**config.mk**
```make
export PLATFORM = sky130hd
export DESIGN_NAME = msr_status_port
export DESIGN_NICKNAME = d
export VERILOG_FILES = /design/src/msr_pkg.sv /design/src/msr_pin_sync.sv /design/src/msr_flag_bank.sv /design/src/msr_status_port.sv
export VERILOG_INCLUDE_DIRS = /design/src /design/src/src
export SDC_FILE = /design/constraint.sdc
export NUM_CORES = 1
export LEC_CHECK = 0
export BUFFER_PORTS_ARGS = -buffer_cell sky130_fd_sc_hd__buf_2
export CAP_MARGIN = 20
export CORE_MARGIN = 10
export CORE_UTILIZATION = 30
export CTS_CLUSTER_DIAMETER = 200
export CTS_CLUSTER_SIZE = 24
export DETAILED_ROUTE_END_ITERATION = 7
export GPL_TIMING_DRIVEN = 0
export RECOVER_POWER = 100
export SLEW_MARGIN = 15
export SYNTH_ARGS = -nofsm -noshare
export SYNTH_HDL_FRONTEND = slang
export SYNTH_HIERARCHICAL = 1
export SYNTH_SLANG_ARGS = --single-unit
```
**constraint.sdc**
```tcl
create_clock -name clk -period 24.4 [get_ports clk]
set_clock_uncertainty 0.05 [all_clocks]
set_input_delay 6.1 -clock clk [delete_from_list [all_inputs] [get_ports clk]]
set_output_delay 6.1 -clock clk [all_outputs]
set_load 0.02 [all_outputs]
```
**src/msr_map.svh**
```systemverilog
// Command codes, byte counts, bit positions, reset values and timing counts
// Behaviour
// - Status byte read anytime, no command needed
// - Status bits: motoroff, bkpt, err, wrap, index, traj, cmderr, busy
// - Motor-off set on reset, error stop, manual stop
// - Start-motion clears motor-off unless manual stop
// - Breakpoint exceeded sets breakpoint flag
// - Position error over threshold sets error flag
// - Position overflow sets wraparound flag
// - Armed index pulse sets flag, captures position
// - Trajectory complete is motor-off OR on-target
// - Read/write direction mismatch sets command error
// - Flags latch regardless of mask until cleared
// - Busy discards writes, reads return port buffer
// - Signals readback code 0C, two bytes, MSB first
// - Signals low byte mirrors status; bit0 armed index
// - Unmasked condition raises irq and signals bit15
// - Bit14 accel loaded, bit13 filter update pending
// - Direction and velocity mode change at start-motion
// - On-target set at trajectory end, cleared by start
// - Bit9 turn-off-on-error, bit8 byte output mode
// - Index and setpoint readbacks four bytes MSB first
// - Trajectory buffers move to working at start-motion
`ifndef MSR_MAP_SVH
`define MSR_MAP_SVH

// Command codes
`define MSR_CMD_START_MOTION     8'h01
`define MSR_CMD_RD_SETPOINT_POS  8'h08
`define MSR_CMD_RD_INDEX_POS     8'h09
`define MSR_CMD_RD_SIGNALS       8'h0C
`define MSR_CMD_LOAD_TRAJECTORY  8'h1F
`define MSR_CMD_CLEAR_IRQ_FLAGS  8'h1D
`define MSR_CMD_ARM_INDEX        8'h03
`define MSR_CMD_ERR_LIMIT_STOP   8'h1B
`define MSR_CMD_ERR_LIMIT_IRQ    8'h1A
`define MSR_CMD_BKPT_ABSOLUTE    8'h20
`define MSR_CMD_BKPT_RELATIVE    8'h21
`define MSR_CMD_UPDATE_FILTER    8'h04
`define MSR_CMD_BYTE_OUTPUT      8'h05
`define MSR_CMD_WIDE_OUTPUT      8'h06

// Byte counts per command
`define MSR_LEN_SIGNALS          4'h2
`define MSR_LEN_POSITION         4'h4
`define MSR_LEN_CTRL_WORD        4'h2
`define MSR_LEN_ERR_LIMIT        4'h2
`define MSR_LEN_BKPT             4'h4

// Trajectory control word bit positions
`define MSR_TC_FORWARD           12
`define MSR_TC_VEL_MODE          11
`define MSR_TC_MOTOR_OFF         8
`define MSR_TC_LOAD_ACCEL        5
`define MSR_TC_LOAD_VEL          3
`define MSR_TC_LOAD_POS          1

// Reset values
`define MSR_RST_MOTOR_OFF        1'b1
`define MSR_RST_BYTE_MODE        1'b1
`define MSR_RST_PIN_IDLE         1'b1

// Busy time after each accepted access
`define MSR_CLK_MHZ              250
`define MSR_BUSY_NS              100
`define MSR_BUSY_CYC             8'((`MSR_BUSY_NS * `MSR_CLK_MHZ + 999) / 1000)

`endif

```
**src/msr_pkg.sv**
```systemverilog
// Types shared by the motion status reporting block
package msr_pkg;

  // Host bus pins, all active low except data
  typedef struct packed {
    logic       cs_n;
    logic       port_select_n;
    logic       rd_n;
    logic       wr_n;
    logic [7:0] data;
  } msr_host_pins_t;

  // Events from the motion core, same clock
  typedef struct packed {
    logic breakpoint_hit;
    logic error_exceeded;
    logic wraparound;
    logic traj_done;
    logic sample_tick;
  } msr_core_evt_t;

  // Trajectory parameter set
  typedef struct packed {
    logic [15:0] ctrl;
    logic [31:0] accel;
    logic [31:0] vel;
    logic [31:0] pos;
  } msr_traj_t;

  // Host transfer sequencer
  typedef enum logic [1:0] {
    MSR_SEQ_IDLE  = 2'b00,
    MSR_SEQ_READ  = 2'b01,
    MSR_SEQ_WRITE = 2'b10
  } msr_seq_t;

endpackage : msr_pkg

```
**src/msr_pin_sync.sv**
```systemverilog
// Two-flop synchroniser for asynchronous pins
`timescale 1ns/1ps
module msr_pin_sync #(
  parameter int               WIDTH = 1,
  parameter logic [WIDTH-1:0] INIT  = '0
) (
  input  wire logic             clk,
  input  wire logic             rst,
  input  wire logic [WIDTH-1:0] async_in,
  output logic      [WIDTH-1:0] sync_out
);

  logic [WIDTH-1:0] meta_reg;

  // First stage read only by the second
  always_ff @(posedge clk or posedge rst) begin
    if (rst) begin
      meta_reg <= INIT;
      sync_out <= INIT;
    end else begin
      meta_reg <= async_in;
      sync_out <= meta_reg;
    end
  end

endmodule : msr_pin_sync

```
**src/msr_flag_bank.sv**
```systemverilog
// Sticky interrupt flags with mask-gated host interrupt
`timescale 1ns/1ps
module msr_flag_bank (
  input  wire logic       clk,
  input  wire logic       rst,
  input  wire logic [5:0] set_evt,
  input  wire logic       clear_all,
  input  wire logic [5:0] irq_mask,
  output logic      [5:0] flags,
  output logic            host_irq
);

  // Flags latch regardless of mask; set beats clear
  always_ff @(posedge clk or posedge rst) begin
    if (rst) begin
      flags <= 6'h00;
    end else begin
      flags <= (flags & {6{~clear_all}}) | set_evt;
    end
  end

  // Unmasked condition raises the interrupt pin
  always_ff @(posedge clk or posedge rst) begin
    if (rst) begin
      host_irq <= 1'b0;
    end else if (|(set_evt & irq_mask)) begin
      host_irq <= 1'b1;
    end else if (clear_all) begin
      host_irq <= 1'b0;
    end
  end

endmodule : msr_flag_bank

```
**src/msr_status_port.sv**
```systemverilog
// Host port, status byte, signals word and position readbacks
`timescale 1ns/1ps
`include "msr_map.svh"
module msr_status_port (
  input  wire logic                   clk,
  input  wire logic                   rst,
  input  wire msr_pkg::msr_host_pins_t host_pins,
  input  wire logic                   index_pulse,
  input  wire msr_pkg::msr_core_evt_t core_evt,
  input  wire logic [5:0]             irq_mask,
  input  wire logic [31:0]            actual_pos,
  input  wire logic [31:0]            desired_pos,
  output logic      [7:0]             host_data_out,
  output logic                        host_data_oe,
  output logic                        host_irq,
  output logic                        motor_off,
  output logic                        turnoff_on_error,
  output logic                        byte_output_mode,
  output logic                        start_pulse,
  output msr_pkg::msr_traj_t          traj_work,
  output logic      [31:0]            index_pos
);

  ////////////////////////////////////////////////////////////////////////////
  // Pin synchronisation and edges
  msr_pkg::msr_host_pins_t pins_q;
  msr_pkg::msr_host_pins_t pins_d_reg;
  logic                    index_q;
  logic                    index_d_reg;

  msr_pin_sync #(.WIDTH(12), .INIT(12'hFFF)) u_host_sync (
    .clk      (clk),
    .rst      (rst),
    .async_in (host_pins),
    .sync_out (pins_q)
  );

  msr_pin_sync #(.WIDTH(1), .INIT(1'b0)) u_index_sync (
    .clk      (clk),
    .rst      (rst),
    .async_in (index_pulse),
    .sync_out (index_q)
  );

  // Delayed copies for strobe edges
  always_ff @(posedge clk or posedge rst) begin
    if (rst) begin
      pins_d_reg  <= 12'hFFF;
      index_d_reg <= 1'b0;
    end else begin
      pins_d_reg  <= pins_q;
      index_d_reg <= index_q;
    end
  end

  ////////////////////////////////////////////////////////////////////////////
  // State declarations
  msr_pkg::msr_seq_t  seq_reg;
  logic [3:0]         left_reg;
  logic [31:0]        shift_reg;
  logic [7:0]         cmd_reg;
  logic               hdr_reg;
  logic [2:0]         pend_reg;
  logic [7:0]         busy_cnt_reg;
  msr_pkg::msr_traj_t prim_reg;
  logic               on_target_reg;
  logic               accel_loaded_reg;
  logic               udf_reg;
  logic               forward_reg;
  logic               vel_mode_reg;
  logic               armed_reg;
  logic               traj_lvl_d_reg;
  logic [5:0]         flags;
  logic [7:0]         status_byte;
  logic [15:0]        signals_word;

  ////////////////////////////////////////////////////////////////////////////
  // Host access decode
  logic       busy;
  logic       rd_start;
  logic       rd_end;
  logic       wr_end;
  logic       cmd_ok;
  logic       dwr_ok;
  logic       drd_ok;
  logic [7:0] wdata;
  logic [31:0] word_in;
  logic       hdr_done;
  logic       param_done;
  logic       cmd_err;
  logic       stt_cmd;
  logic       stt_ok;
  logic       accel_wr;
  logic       idx_evt;
  logic       traj_lvl;

  // Strobe edges qualified by chip select
  always_comb begin
    busy     = |busy_cnt_reg;
    rd_start = ~pins_q.cs_n & ~pins_q.rd_n & pins_d_reg.rd_n;
    rd_end   = ~pins_d_reg.cs_n & pins_q.rd_n & ~pins_d_reg.rd_n;
    wr_end   = ~pins_d_reg.cs_n & pins_q.wr_n & ~pins_d_reg.wr_n;
    wdata    = pins_d_reg.data;
    word_in  = {shift_reg[23:0], wdata};
    cmd_ok   = wr_end & ~pins_d_reg.port_select_n & ~busy;
    dwr_ok   = wr_end & pins_d_reg.port_select_n & ~busy;
    drd_ok   = rd_end & pins_d_reg.port_select_n & ~busy;
  end

  // Data phase decode and command checks
  always_comb begin
    hdr_done   = dwr_ok & (seq_reg == msr_pkg::MSR_SEQ_WRITE) & hdr_reg &
                 (cmd_reg == `MSR_CMD_LOAD_TRAJECTORY) & (left_reg == 4'h1);
    param_done = dwr_ok & (seq_reg == msr_pkg::MSR_SEQ_WRITE) & ~hdr_reg &
                 (cmd_reg == `MSR_CMD_LOAD_TRAJECTORY) & (left_reg[1:0] == 2'b01);
    accel_wr   = param_done & pend_reg[2];
    stt_cmd    = cmd_ok & (wdata == `MSR_CMD_START_MOTION);
    // Start refused while new acceleration waits on a running move
    stt_ok     = stt_cmd & ~(accel_loaded_reg & ~on_target_reg & ~motor_off);
    cmd_err    = (dwr_ok & (seq_reg != msr_pkg::MSR_SEQ_WRITE)) |
                 (drd_ok & (seq_reg != msr_pkg::MSR_SEQ_READ)) |
                 (stt_cmd & ~stt_ok);
    idx_evt    = armed_reg & index_q & ~index_d_reg;
    traj_lvl   = motor_off | on_target_reg;
  end

  ////////////////////////////////////////////////////////////////////////////
  // Busy timer after each accepted access
  always_ff @(posedge clk or posedge rst) begin
    if (rst) begin
      busy_cnt_reg <= 8'h00;
    end else if (cmd_ok | dwr_ok | drd_ok) begin
      busy_cnt_reg <= `MSR_BUSY_CYC;
    end else if (busy) begin
      busy_cnt_reg <= busy_cnt_reg - 8'h01;
    end
  end

  // Command and byte sequencer
  always_ff @(posedge clk or posedge rst) begin
    if (rst) begin
      seq_reg   <= msr_pkg::MSR_SEQ_IDLE;
      left_reg  <= 4'h0;
      shift_reg <= 32'h0000_0000;
      cmd_reg   <= 8'h00;
      hdr_reg   <= 1'b0;
      pend_reg  <= 3'b000;
    end else if (cmd_ok) begin
      // A new command aborts any sequence in progress
      cmd_reg <= wdata;
      hdr_reg <= 1'b0;
      case (wdata)
        `MSR_CMD_RD_SIGNALS: begin
          seq_reg   <= msr_pkg::MSR_SEQ_READ;
          left_reg  <= `MSR_LEN_SIGNALS;
          shift_reg <= {signals_word, 16'h0000};
        end
        `MSR_CMD_RD_INDEX_POS: begin
          seq_reg   <= msr_pkg::MSR_SEQ_READ;
          left_reg  <= `MSR_LEN_POSITION;
          shift_reg <= index_pos;
        end
        `MSR_CMD_RD_SETPOINT_POS: begin
          seq_reg   <= msr_pkg::MSR_SEQ_READ;
          left_reg  <= `MSR_LEN_POSITION;
          shift_reg <= desired_pos;
        end
        `MSR_CMD_LOAD_TRAJECTORY: begin
          seq_reg  <= msr_pkg::MSR_SEQ_WRITE;
          left_reg <= `MSR_LEN_CTRL_WORD;
          hdr_reg  <= 1'b1;
        end
        `MSR_CMD_ERR_LIMIT_STOP, `MSR_CMD_ERR_LIMIT_IRQ: begin
          seq_reg  <= msr_pkg::MSR_SEQ_WRITE;
          left_reg <= `MSR_LEN_ERR_LIMIT;
        end
        `MSR_CMD_BKPT_ABSOLUTE, `MSR_CMD_BKPT_RELATIVE: begin
          seq_reg  <= msr_pkg::MSR_SEQ_WRITE;
          left_reg <= `MSR_LEN_BKPT;
        end
        default: begin
          seq_reg  <= msr_pkg::MSR_SEQ_IDLE;
          left_reg <= 4'h0;
        end
      endcase
    end else if (drd_ok & (seq_reg == msr_pkg::MSR_SEQ_READ)) begin
      // Most significant byte leaves first
      shift_reg <= {shift_reg[23:0], 8'h00};
      left_reg  <= left_reg - 4'h1;
      if (left_reg == 4'h1) begin
        seq_reg <= msr_pkg::MSR_SEQ_IDLE;
      end
    end else if (dwr_ok & (seq_reg == msr_pkg::MSR_SEQ_WRITE)) begin
      shift_reg <= word_in;
      if (hdr_done) begin
        // Control word tells how many parameter bytes follow
        hdr_reg  <= 1'b0;
        pend_reg <= {word_in[`MSR_TC_LOAD_ACCEL], word_in[`MSR_TC_LOAD_VEL],
                     word_in[`MSR_TC_LOAD_POS]};
        left_reg <= {2'b00, 2'(word_in[`MSR_TC_LOAD_ACCEL]) +
                     2'(word_in[`MSR_TC_LOAD_VEL]) + 2'(word_in[`MSR_TC_LOAD_POS])} << 2;
        if (word_in[`MSR_TC_LOAD_ACCEL:`MSR_TC_LOAD_POS] == 5'h00 ||
            {word_in[`MSR_TC_LOAD_ACCEL], word_in[`MSR_TC_LOAD_VEL],
             word_in[`MSR_TC_LOAD_POS]} == 3'b000) begin
          seq_reg <= msr_pkg::MSR_SEQ_IDLE;
        end
      end else begin
        left_reg <= left_reg - 4'h1;
        if (param_done) begin
          // Parameters arrive accel, then velocity, then position
          if (pend_reg[2]) begin
            pend_reg[2] <= 1'b0;
          end else if (pend_reg[1]) begin
            pend_reg[1] <= 1'b0;
          end else begin
            pend_reg[0] <= 1'b0;
          end
        end
        if (left_reg == 4'h1) begin
          seq_reg <= msr_pkg::MSR_SEQ_IDLE;
        end
      end
    end
  end

  ////////////////////////////////////////////////////////////////////////////
  // Primary buffers and working set
  always_ff @(posedge clk or posedge rst) begin
    if (rst) begin
      prim_reg <= '0;
    end else if (hdr_done) begin
      prim_reg.ctrl <= word_in[15:0];
    end else if (param_done) begin
      if (pend_reg[2]) begin
        prim_reg.accel <= word_in;
      end else if (pend_reg[1]) begin
        prim_reg.vel <= word_in;
      end else begin
        prim_reg.pos <= word_in;
      end
    end
  end

  // Working registers load only on start
  always_ff @(posedge clk or posedge rst) begin
    if (rst) begin
      traj_work   <= '0;
      start_pulse <= 1'b0;
    end else begin
      start_pulse <= stt_ok;
      if (stt_ok) begin
        traj_work <= prim_reg;
      end
    end
  end

  ////////////////////////////////////////////////////////////////////////////
  // Motor-off flag
  always_ff @(posedge clk or posedge rst) begin
    if (rst) begin
      motor_off <= `MSR_RST_MOTOR_OFF;
    end else if (core_evt.error_exceeded & turnoff_on_error) begin
      motor_off <= 1'b1;
    end else if (stt_ok) begin
      motor_off <= prim_reg.ctrl[`MSR_TC_MOTOR_OFF];
    end
  end

  // Signals word mode and motion bits
  always_ff @(posedge clk or posedge rst) begin
    if (rst) begin
      on_target_reg    <= 1'b0;
      accel_loaded_reg <= 1'b0;
      udf_reg          <= 1'b0;
      forward_reg      <= 1'b0;
      vel_mode_reg     <= 1'b0;
    end else begin
      on_target_reg    <= core_evt.traj_done | (on_target_reg & ~stt_ok);
      accel_loaded_reg <= accel_wr | (accel_loaded_reg & ~stt_ok);
      udf_reg          <= (cmd_ok & (wdata == `MSR_CMD_UPDATE_FILTER)) |
                          (udf_reg & ~core_evt.sample_tick);
      if (stt_ok) begin
        forward_reg  <= prim_reg.ctrl[`MSR_TC_FORWARD];
        vel_mode_reg <= prim_reg.ctrl[`MSR_TC_VEL_MODE];
      end
    end
  end

  // Output mode and error response settings
  always_ff @(posedge clk or posedge rst) begin
    if (rst) begin
      turnoff_on_error <= 1'b0;
      byte_output_mode <= `MSR_RST_BYTE_MODE;
    end else if (cmd_ok) begin
      if (wdata == `MSR_CMD_ERR_LIMIT_STOP) turnoff_on_error <= 1'b1;
      if (wdata == `MSR_CMD_ERR_LIMIT_IRQ) turnoff_on_error <= 1'b0;
      if (wdata == `MSR_CMD_BYTE_OUTPUT) byte_output_mode <= 1'b1;
      if (wdata == `MSR_CMD_WIDE_OUTPUT) byte_output_mode <= 1'b0;
    end
  end

  // Index arming and capture
  always_ff @(posedge clk or posedge rst) begin
    if (rst) begin
      armed_reg <= 1'b0;
      index_pos <= 32'h0000_0000;
    end else begin
      if (cmd_ok & (wdata == `MSR_CMD_ARM_INDEX)) begin
        armed_reg <= 1'b1;
      end else if (idx_evt) begin
        armed_reg <= 1'b0;
      end
      if (idx_evt) begin
        index_pos <= actual_pos;
      end
    end
  end

  ////////////////////////////////////////////////////////////////////////////
  // Sticky flags and host interrupt
  always_ff @(posedge clk or posedge rst) begin
    if (rst) begin
      traj_lvl_d_reg <= 1'b1;
    end else begin
      traj_lvl_d_reg <= traj_lvl;
    end
  end

  msr_flag_bank u_flags (
    .clk       (clk),
    .rst       (rst),
    .set_evt   ({core_evt.breakpoint_hit, core_evt.error_exceeded, core_evt.wraparound,
                 idx_evt, traj_lvl & ~traj_lvl_d_reg, cmd_err}),
    .clear_all (cmd_ok & (wdata == `MSR_CMD_CLEAR_IRQ_FLAGS)),
    .irq_mask  (irq_mask),
    .flags     (flags),
    .host_irq  (host_irq)
  );

  // Status byte and signals word
  always_comb begin
    status_byte  = {motor_off, flags, busy};
    signals_word = {host_irq, accel_loaded_reg, udf_reg, forward_reg, vel_mode_reg,
                    on_target_reg, turnoff_on_error, byte_output_mode,
                    status_byte[7:1], armed_reg};
  end

  ////////////////////////////////////////////////////////////////////////////
  // Read data driver
  always_ff @(posedge clk or posedge rst) begin
    if (rst) begin
      host_data_out <= 8'h00;
      host_data_oe  <= 1'b0;
    end else begin
      host_data_oe <= ~pins_q.cs_n & ~pins_q.rd_n;
      if (rd_start) begin
        // Status read needs no command; data reads show the port buffer
        host_data_out <= pins_q.port_select_n ? shift_reg[31:24] : status_byte;
      end
    end
  end

endmodule : msr_status_port

```
; ---- After elaboration in Yosys (flattened, before gate mapping)
; Index checks and enable logic that the tools add are counted.
[op_classes]
addsub = 4
n_eq_ne = 25
n_mux = 38
bitwise_logic = 70
n_reduce_logical = 29
[ops]
columns = op, n
row1 = 2-to-1 mux 32 bit, 3
row2 = case mux 32 bit (3 select lines), 1
row3 = "equality test 8 x 5 -> 1 bit, second input constant", 5
row4 = AND 1 bit, 38
row5 = "equality test 8 x 3 -> 1 bit, second input constant", 3
row6 = "equality test 8 x 4 -> 1 bit, second input constant", 3
row7 = 2-to-1 mux 8 bit, 3
row8 = NOT 1 bit, 21
row9 = nonzero test 2 bit, 9
row10 = "equality test 8 x 6 -> 1 bit, second input constant", 2
row11 = 2-to-1 mux 1 bit, 16
row12 = 2-to-1 mux 4 bit, 4
row13 = 2-to-1 mux 2 bit, 7
row14 = AND 6 bit, 2
row15 = AND reduction 4 bit, 3
row16 = "equality test 8 x 1 -> 1 bit, second input constant", 1
row17 = "equality test 8 x 2 -> 1 bit, second input constant", 1
row18 = OR 1 bit, 8
row19 = AND reduction 2 bit, 4
row20 = OR reduction 4 bit, 2
row21 = OR reduction 8 bit, 1
row22 = "subtractor 8 x 1 -> 8 bit, second input constant", 1
row23 = 2-to-1 mux 3 bit, 2
row24 = OR 6 bit, 1
row25 = 21 further kinds, 25
[totals]
reg_bits = 379
out_inout_bits = 158

; ---- Depth between registers and ports, before layout
; Gate-level depths: netlist of the first run.
[depth]
word_depth = 13
depth_mapped = 10

; ---- By module
; The synthesis of the first run kept the hierarchy.
[modules_own_cells]
columns = mod, n_inst, cells_per_inst, area_each_um2, seq_area_each_um2
row1 = msr_status_port, 1, 1099, 14302.5, 8627.0
row2 = msr_pin_sync (u_host_sync), 1, 25, 634.4, 630.6
row3 = msr_flag_bank, 1, 19, 257.7, 175.2
row4 = msr_pin_sync (u_index_sync), 1, 3, 53.8, 50.0

; ---- Worst setup path before layout of the first run
; No wires, ideal clock.
[synth_timing]
path_type = reg-to-output
startpoint = register motor_off
endpoint = output motor_off
arrival_ps = 585
slack_ps = 17665
path_stages_with_launch = 1
path_cell_list = dfstp_2
[synth_lines]
columns = item, line
row1 = start: declaration, msr_status_port.sv:16  ; output logic motor_off,
row2 = start signal: assignment, msr_status_port.sv:261  ; motor_off <= `MSR_RST_MOTOR_OFF;
row3 = start signal: assignment, msr_status_port.sv:265  ; motor_off <= prim_reg.ctrl[`MSR_TC_MOTOR_OFF];
; No word-level cell between the ends.

==> impl_metrics.ini, run 1 <==
[run_status]
outcome = finished, violations left
violations = capacitance limit, slew limit

[power]
leakage_nw = 8.16
ir_drop_mv = 0.0407
p_per_area_nw_per_um2 = 67.6

[timing]
fin_tns_setup_ns = 0
finalCritPeriodShare = 0.564
setup_viol = 0
drv_slew = 279
relSlewSlack = -2.90
fin_crit_ns = 13.75
worst_slew_pin_slew_ns = 5.85
rsz0062_at_grt = no
max_freq_mhz = 72.7
holdWs_ns = 0.287
hold_violations = 0

[grt]
first_global_vias = 10356
grt_use_total = 0.146
grt_overflow = 0
grt_max_degree = 113
antenna_found_initial = 7
grt_first_pass_wirelength_mm = 67.2

[yosys]
ys_top_cells_by_area = dfrtp_1 (55%), mux2_2 (15%), dfstp_2 (6.7%), nand2_1 (3.8%), mux2i_1 (3.2%)
yosys.area.top_type_share = 0.555
synth_cell_type_count = 63
yosys-mux-area-fraction = 0.212
synth-seq-area-share = 0.622
synth_compound_area_frac = 0.0560
async_flop_share = 1.00
synth_xor_xnor_area_share = 0.00172
synth-seq-cells = 377
synth_edf_count = 0
ys.flop_type = dfrtp_1
netlist_instances = 1146
synth_most_common_cell = dfrtp_1
synth_area_per_cell_sq_um = 13.3
syn_nets = 1241
synth_top_family_by_area = multiplexers
synth_top_area_cell = dfrtp_1
synth_commonest_cells = dfrtp_1 (338), mux2_2 (197), nand2_1 (156), o21ai_0 (78), mux2i_1 (49)
synthSimpleGateAreaFrac = 0.0745
synth_area_sq_um = 15200
yosys.area_share.adder = 0.00460
yosys_warnings = 6

[floorplanning]
rows = 82
io_pins = 248
die_area_sq_um = 60200
die_h_um = 245
die_w_um = 245
core-area_sq_um = 50200
initial_core_util = 0.304

[layout]
final_cell_area_sq_um = 17500
instances_no_fill = 2104
drive_gt1_frac = 0.238
layout-area-overhead-vs-synth_pct = 14.6
nFillCells = 5045
fin_nets = 1512

[setup_path]
crit_slowest_cell = clkbuf_1
critPathKind = in -> async
crit_path_start_kind = input pin
cp_common_cell = clkbuf_1
critPathCaptureType = asynchronous set/reset pin
critical-path-max-stage-delay_ns = 4.22
crit_buf_inv = 3
path_cells = clkbuf_1 > clkinvlp_2 > clkbuf_1
path_max_fanout = 112
worstPathArrival_ns = 12.96
critPathTopFamily = buffers and inverters
required_ns = 23.61

[clock_tree]
hold_buffers = 0
worst_skew_pair.late_latency_ns = 0.56
cts_buffers = 19
cts-root-buf = clkbuf_16
clockBufferDepth = 3
clk_pin_slew_ns = 0.11
cts_tree = yes
htree_levels = 1
numClockSinks = 377
post_cts_resized = 0
post_cts_buffers = 0

[placement]
gp_congestion = 0.834
place_area_sq_um = 17400
dp_cells = 2068
io_buffers = 247
place_hpwl_mm = 34.1

[drt]
drtAntennaViolNets = 0
vias_per_cell = 4.72
dr.pass1.iters = 5
num_vias = 9939
drc = 0
post_drt_wl_per_cell_um = 21.6
wl_mm = 45.5
dr.first_iter.drc_count = 720

[flow_run]
cap_violations = 4

[min_path]
worstHoldPathType = reg -> reg
[power by group]
| group | switching, mW | internal (mW) | leakage (nW) |
|---|---|---|---|
| combinational | 0.0643 | 0.0422 | 3.15 |
| sequential | 0.0551 | 0.664 | 4.75 |
| clock | 0.206 | 0.150 | 0.259 |
[worst register-to-register path: cells and delay by family (launching register included)]
family | cells | cell delay (ns)
AND/OR/NAND/NOR | 3 | 0.96
multiplexers | 1 | 0.42
adder cells (fa/ha/maj) | 1 | 0.19
flip-flops | 1 | 0.38
buffers and inverters | 5 | 2.41
[routing by layer]
metal,global-route usage,vias to the layer above,routed length [um]
met5,0,-,27
met4,0.0321,4,1140
met3,0.0330,60,3170
met2,0.243,311,21400
met1,0.191,5066,19700
li1,-,4498,-
[area by class of cell]
class | instances | area (sq um) | share of cell area
inverter | 19 | 72.6 | 0.00415
clock buffer | 32 | 524 | 0.0300
multi-input combinational | 677 | 5180 | 0.297
sequential | 377 | 9480 | 0.543
clock inverter | 2 | 17.5 | 0.00100
timing repair buffer | 250 | 1070 | 0.0611
antenna | 2 | 5.00 | 0.000286
buffer | 73 | 283 | 0.0162
tap | 672 | 841 | 0.0481
[metrics by stage]
step / util / total power [mW] / setup slack, ns
3_3_place_gp: 0.345 / 0.838 / 4.77
2_1_floorplan: - / 0.780 / 8.74
6_report: 0.348 / 1.18 / 10.65
3_5_place_dp: 0.347 / 0.845 / 16.79
4_1_cts: 0.358 / 1.21 / 16.85
5_1_grt: 0.348 / 1.24 / 8.87
[path summary, 6_finish.rpt]
kind | from | endpoint | slack, ns | cells after the start
hold reg to reg | u_host_sync/sync_out[1] | wdata[1] | 0.29 | 0
max in group clk | motor_off | motor_off | 16.75 | 1
min in group asynchronous | rst | u_index_sync/sync_out | 5.48 | 2
setup / recovery | rst | traj_work[51] | 10.65 | 3
hold / removal | u_host_sync/sync_out[1] | wdata[1] | 0.29 | 0
setup reg to reg | busy_cnt_reg[0] | traj_work[36] | 19.90 | 10
[cells in the final DEF, fill, tap and decap left out, drive strengths merged, types with 4 or more instances in the layout]
cell type / n
dfrtp: 338
clkbuf: 265
mux2: 234
nand2: 156
buf: 90
o21ai: 78
mux2i: 49
dfstp: 39
a21oi: 22
nor2: 21
inv: 20
nor3: 16
a22oi: 10
nand3: 8
a21o: 8
nand2b: 6
ha: 4
nor4: 4
[cells by family after synthesis]
group / Yosys count
buffers and inverters: 92
adder cells (fa/ha/maj): 5
multiplexers: 283
AO/OA/AOI/OAI: 145
flip-flops: 377
AND/OR/NAND/NOR: 241
XOR/XNOR: 3
No activity file was read; power rests on OpenSTA's default activity.
==> inputs of run 2 (changes only) <==
==> constraint.sdc (replaced) <==
create_clock -name clk -period 12.9 [get_ports clk]
set_clock_uncertainty 0.05 [all_clocks]
set_input_delay 3.225 -clock clk [delete_from_list [all_inputs] [get_ports clk]]
set_output_delay 3.225 -clock clk [all_outputs]
set_load 0.02 [all_outputs]
==> impl_metrics.ini, run 2 (synthesis results as in run 1) <==
[timing]
fin_crit_ns = 6.03
max_freq_mhz = 166
relSlewSlack = -1.86
setup_ws_ns = 6.87
fin_tns_setup_ns = 0
finalCritPeriodShare = 0.468
worst_slew_pin_slew_ns = 4.27
setup_viol = 0
rsz0062_at_grt = no
hold_violations = 0
drv_slew = 92

[power]
leakage_nw = 8.18
p_per_area_nw_per_um2 = 128
p_int_mw = 1.62
power.switching_mw = 0.619
combPwrFrac = 0.091
power_frac_clock = 0.302
seqPwrFrac = 0.607
ir_drop_mv = 0.0770
sw_frac_of_total = 0.276

[setup_path]
critPathTopFamily = buffers and inverters
critPathCaptureType = asynchronous set/reset pin
critPathKind = in -> async
crit_path_start_kind = input pin
worstPathArrival_ns = 5.90
rrSetupSlack_ns = 8.40
critical-path-max-stage-delay_ns = 2.42
crit_buf_inv = 2
required_ns = 12.77
path_cells = clkbuf_1 > clkinvlp_2
crit_slowest_cell = clkinvlp_2
path_max_fanout = 93

[clock_tree]
post_cts_buffers = 0
clk_pin_slew_ns = 0.11
numClockSinks = 377
worst_skew_pair.late_latency_ns = 0.56
htree_levels = 1
cts-root-buf = clkbuf_16
cts_tree = yes
clockBufferDepth = 3
post_cts_resized = 0
cts_buffers = 19
hold_buffers = 0

[grt]
antenna_found_initial = 7
first_global_vias = 10356
grt_first_pass_wirelength_mm = 67.2
grt_overflow = 0
grt_max_degree = 113
grt_use_total = 0.146

[flow_run]
cap_violations = 2

[drt]
drtAntennaViolNets = 0
wl_mm = 45.4
dr.first_iter.drc_count = 763
dr.pass1.iters = 5
drc = 0
num_vias = 9951
vias_per_cell = 4.73
post_drt_wl_per_cell_um = 21.6

[floorplanning]
io_pins = 248
initial_core_util = 0.304
die_area_sq_um = 60200
core-area_sq_um = 50200
die_w_um = 245
rows = 82
die_h_um = 245

[run_status]
violations = capacitance limit, slew limit
outcome = finished, violations left

[placement]
io_buffers = 247
place_worst_setup_slack_ns = 8.17
dp_cells = 2068
gp_congestion = 0.834
place_hpwl_mm = 34.1

[layout]
drive_gt1_frac = 0.240
layout-area-overhead-vs-synth_pct = 14.9
final_cell_mix = dfrtp_1 (338), clkbuf_1 (244), mux2_2 (192)
fin_nets = 1512
instances_no_fill = 2103
layout_commonest_cell = dfrtp_1

[min_path]
worstHoldPathType = reg -> reg
[run 2: cell count changes in the layout (fill, tap and decap cells not counted), sizes merged]
cell,change
buf,+2
diode,-1
clkbuf,-2
[run 2: layer usage]
metal | up-vias | part of all wire | global-route usage
met3 | 57 | 0.072 | 0.0330
met1 | 5084 | 0.43 | 0.191
li1 | 4504 | - | -
met2 | 302 | 0.47 | 0.243
met4 | 4 | 0.024 | 0.0321
met5 | - | 0.00059 | 0
[run 2: path summary, 6_finish.rpt]
path,from,endpoint,cells after the start
setup / recovery,rst,traj_work[71],2
min in group asynchronous,rst,u_index_sync/sync_out,2
max in group clk,motor_off,motor_off,1
hold / removal,u_host_sync/sync_out[1],wdata[1],0
setup reg to reg,busy_cnt_reg[0],traj_work[36],10
hold reg to reg,u_host_sync/sync_out[1],wdata[1],0
[run 2: through the flow]
stage                     power (mW)  hold slack (ns)  utilization  cell area (sq um)
after CTS                       2.28            0.291        0.358              18000
after global routing            2.35            0.293        0.349              17500
after detailed placement        1.60            0.296        0.347              17400
after global placement          1.59            0.285        0.345              17300
final                           2.24            0.286        0.349              17500
after floorplan                 1.47            0.281            -              15200
[run 2: power groups by stage]
stage | sequential (mW) | clock (mW) | combinational (mW)
floorplan | 1.34 | 0 | 0.139
finish | 1.36 | 0.676 | 0.204
global placement | 1.38 | 0 | 0.201
global route | 1.37 | 0.743 | 0.237
CTS | 1.36 | 0.705 | 0.213
detailed placement | 1.39 | 0 | 0.212
[run 2: final cells by class]
type                       instances  area, sq um
fill                            5039        32600
sequential                       377         9480
multi-input combinational        677         5180
timing repair buffer             250         1110
tap                              672          841
clock buffer                      32          524
buffer                            73          283
inverter                          19         72.6
clock inverter                     2         17.5
antenna                            1         2.50
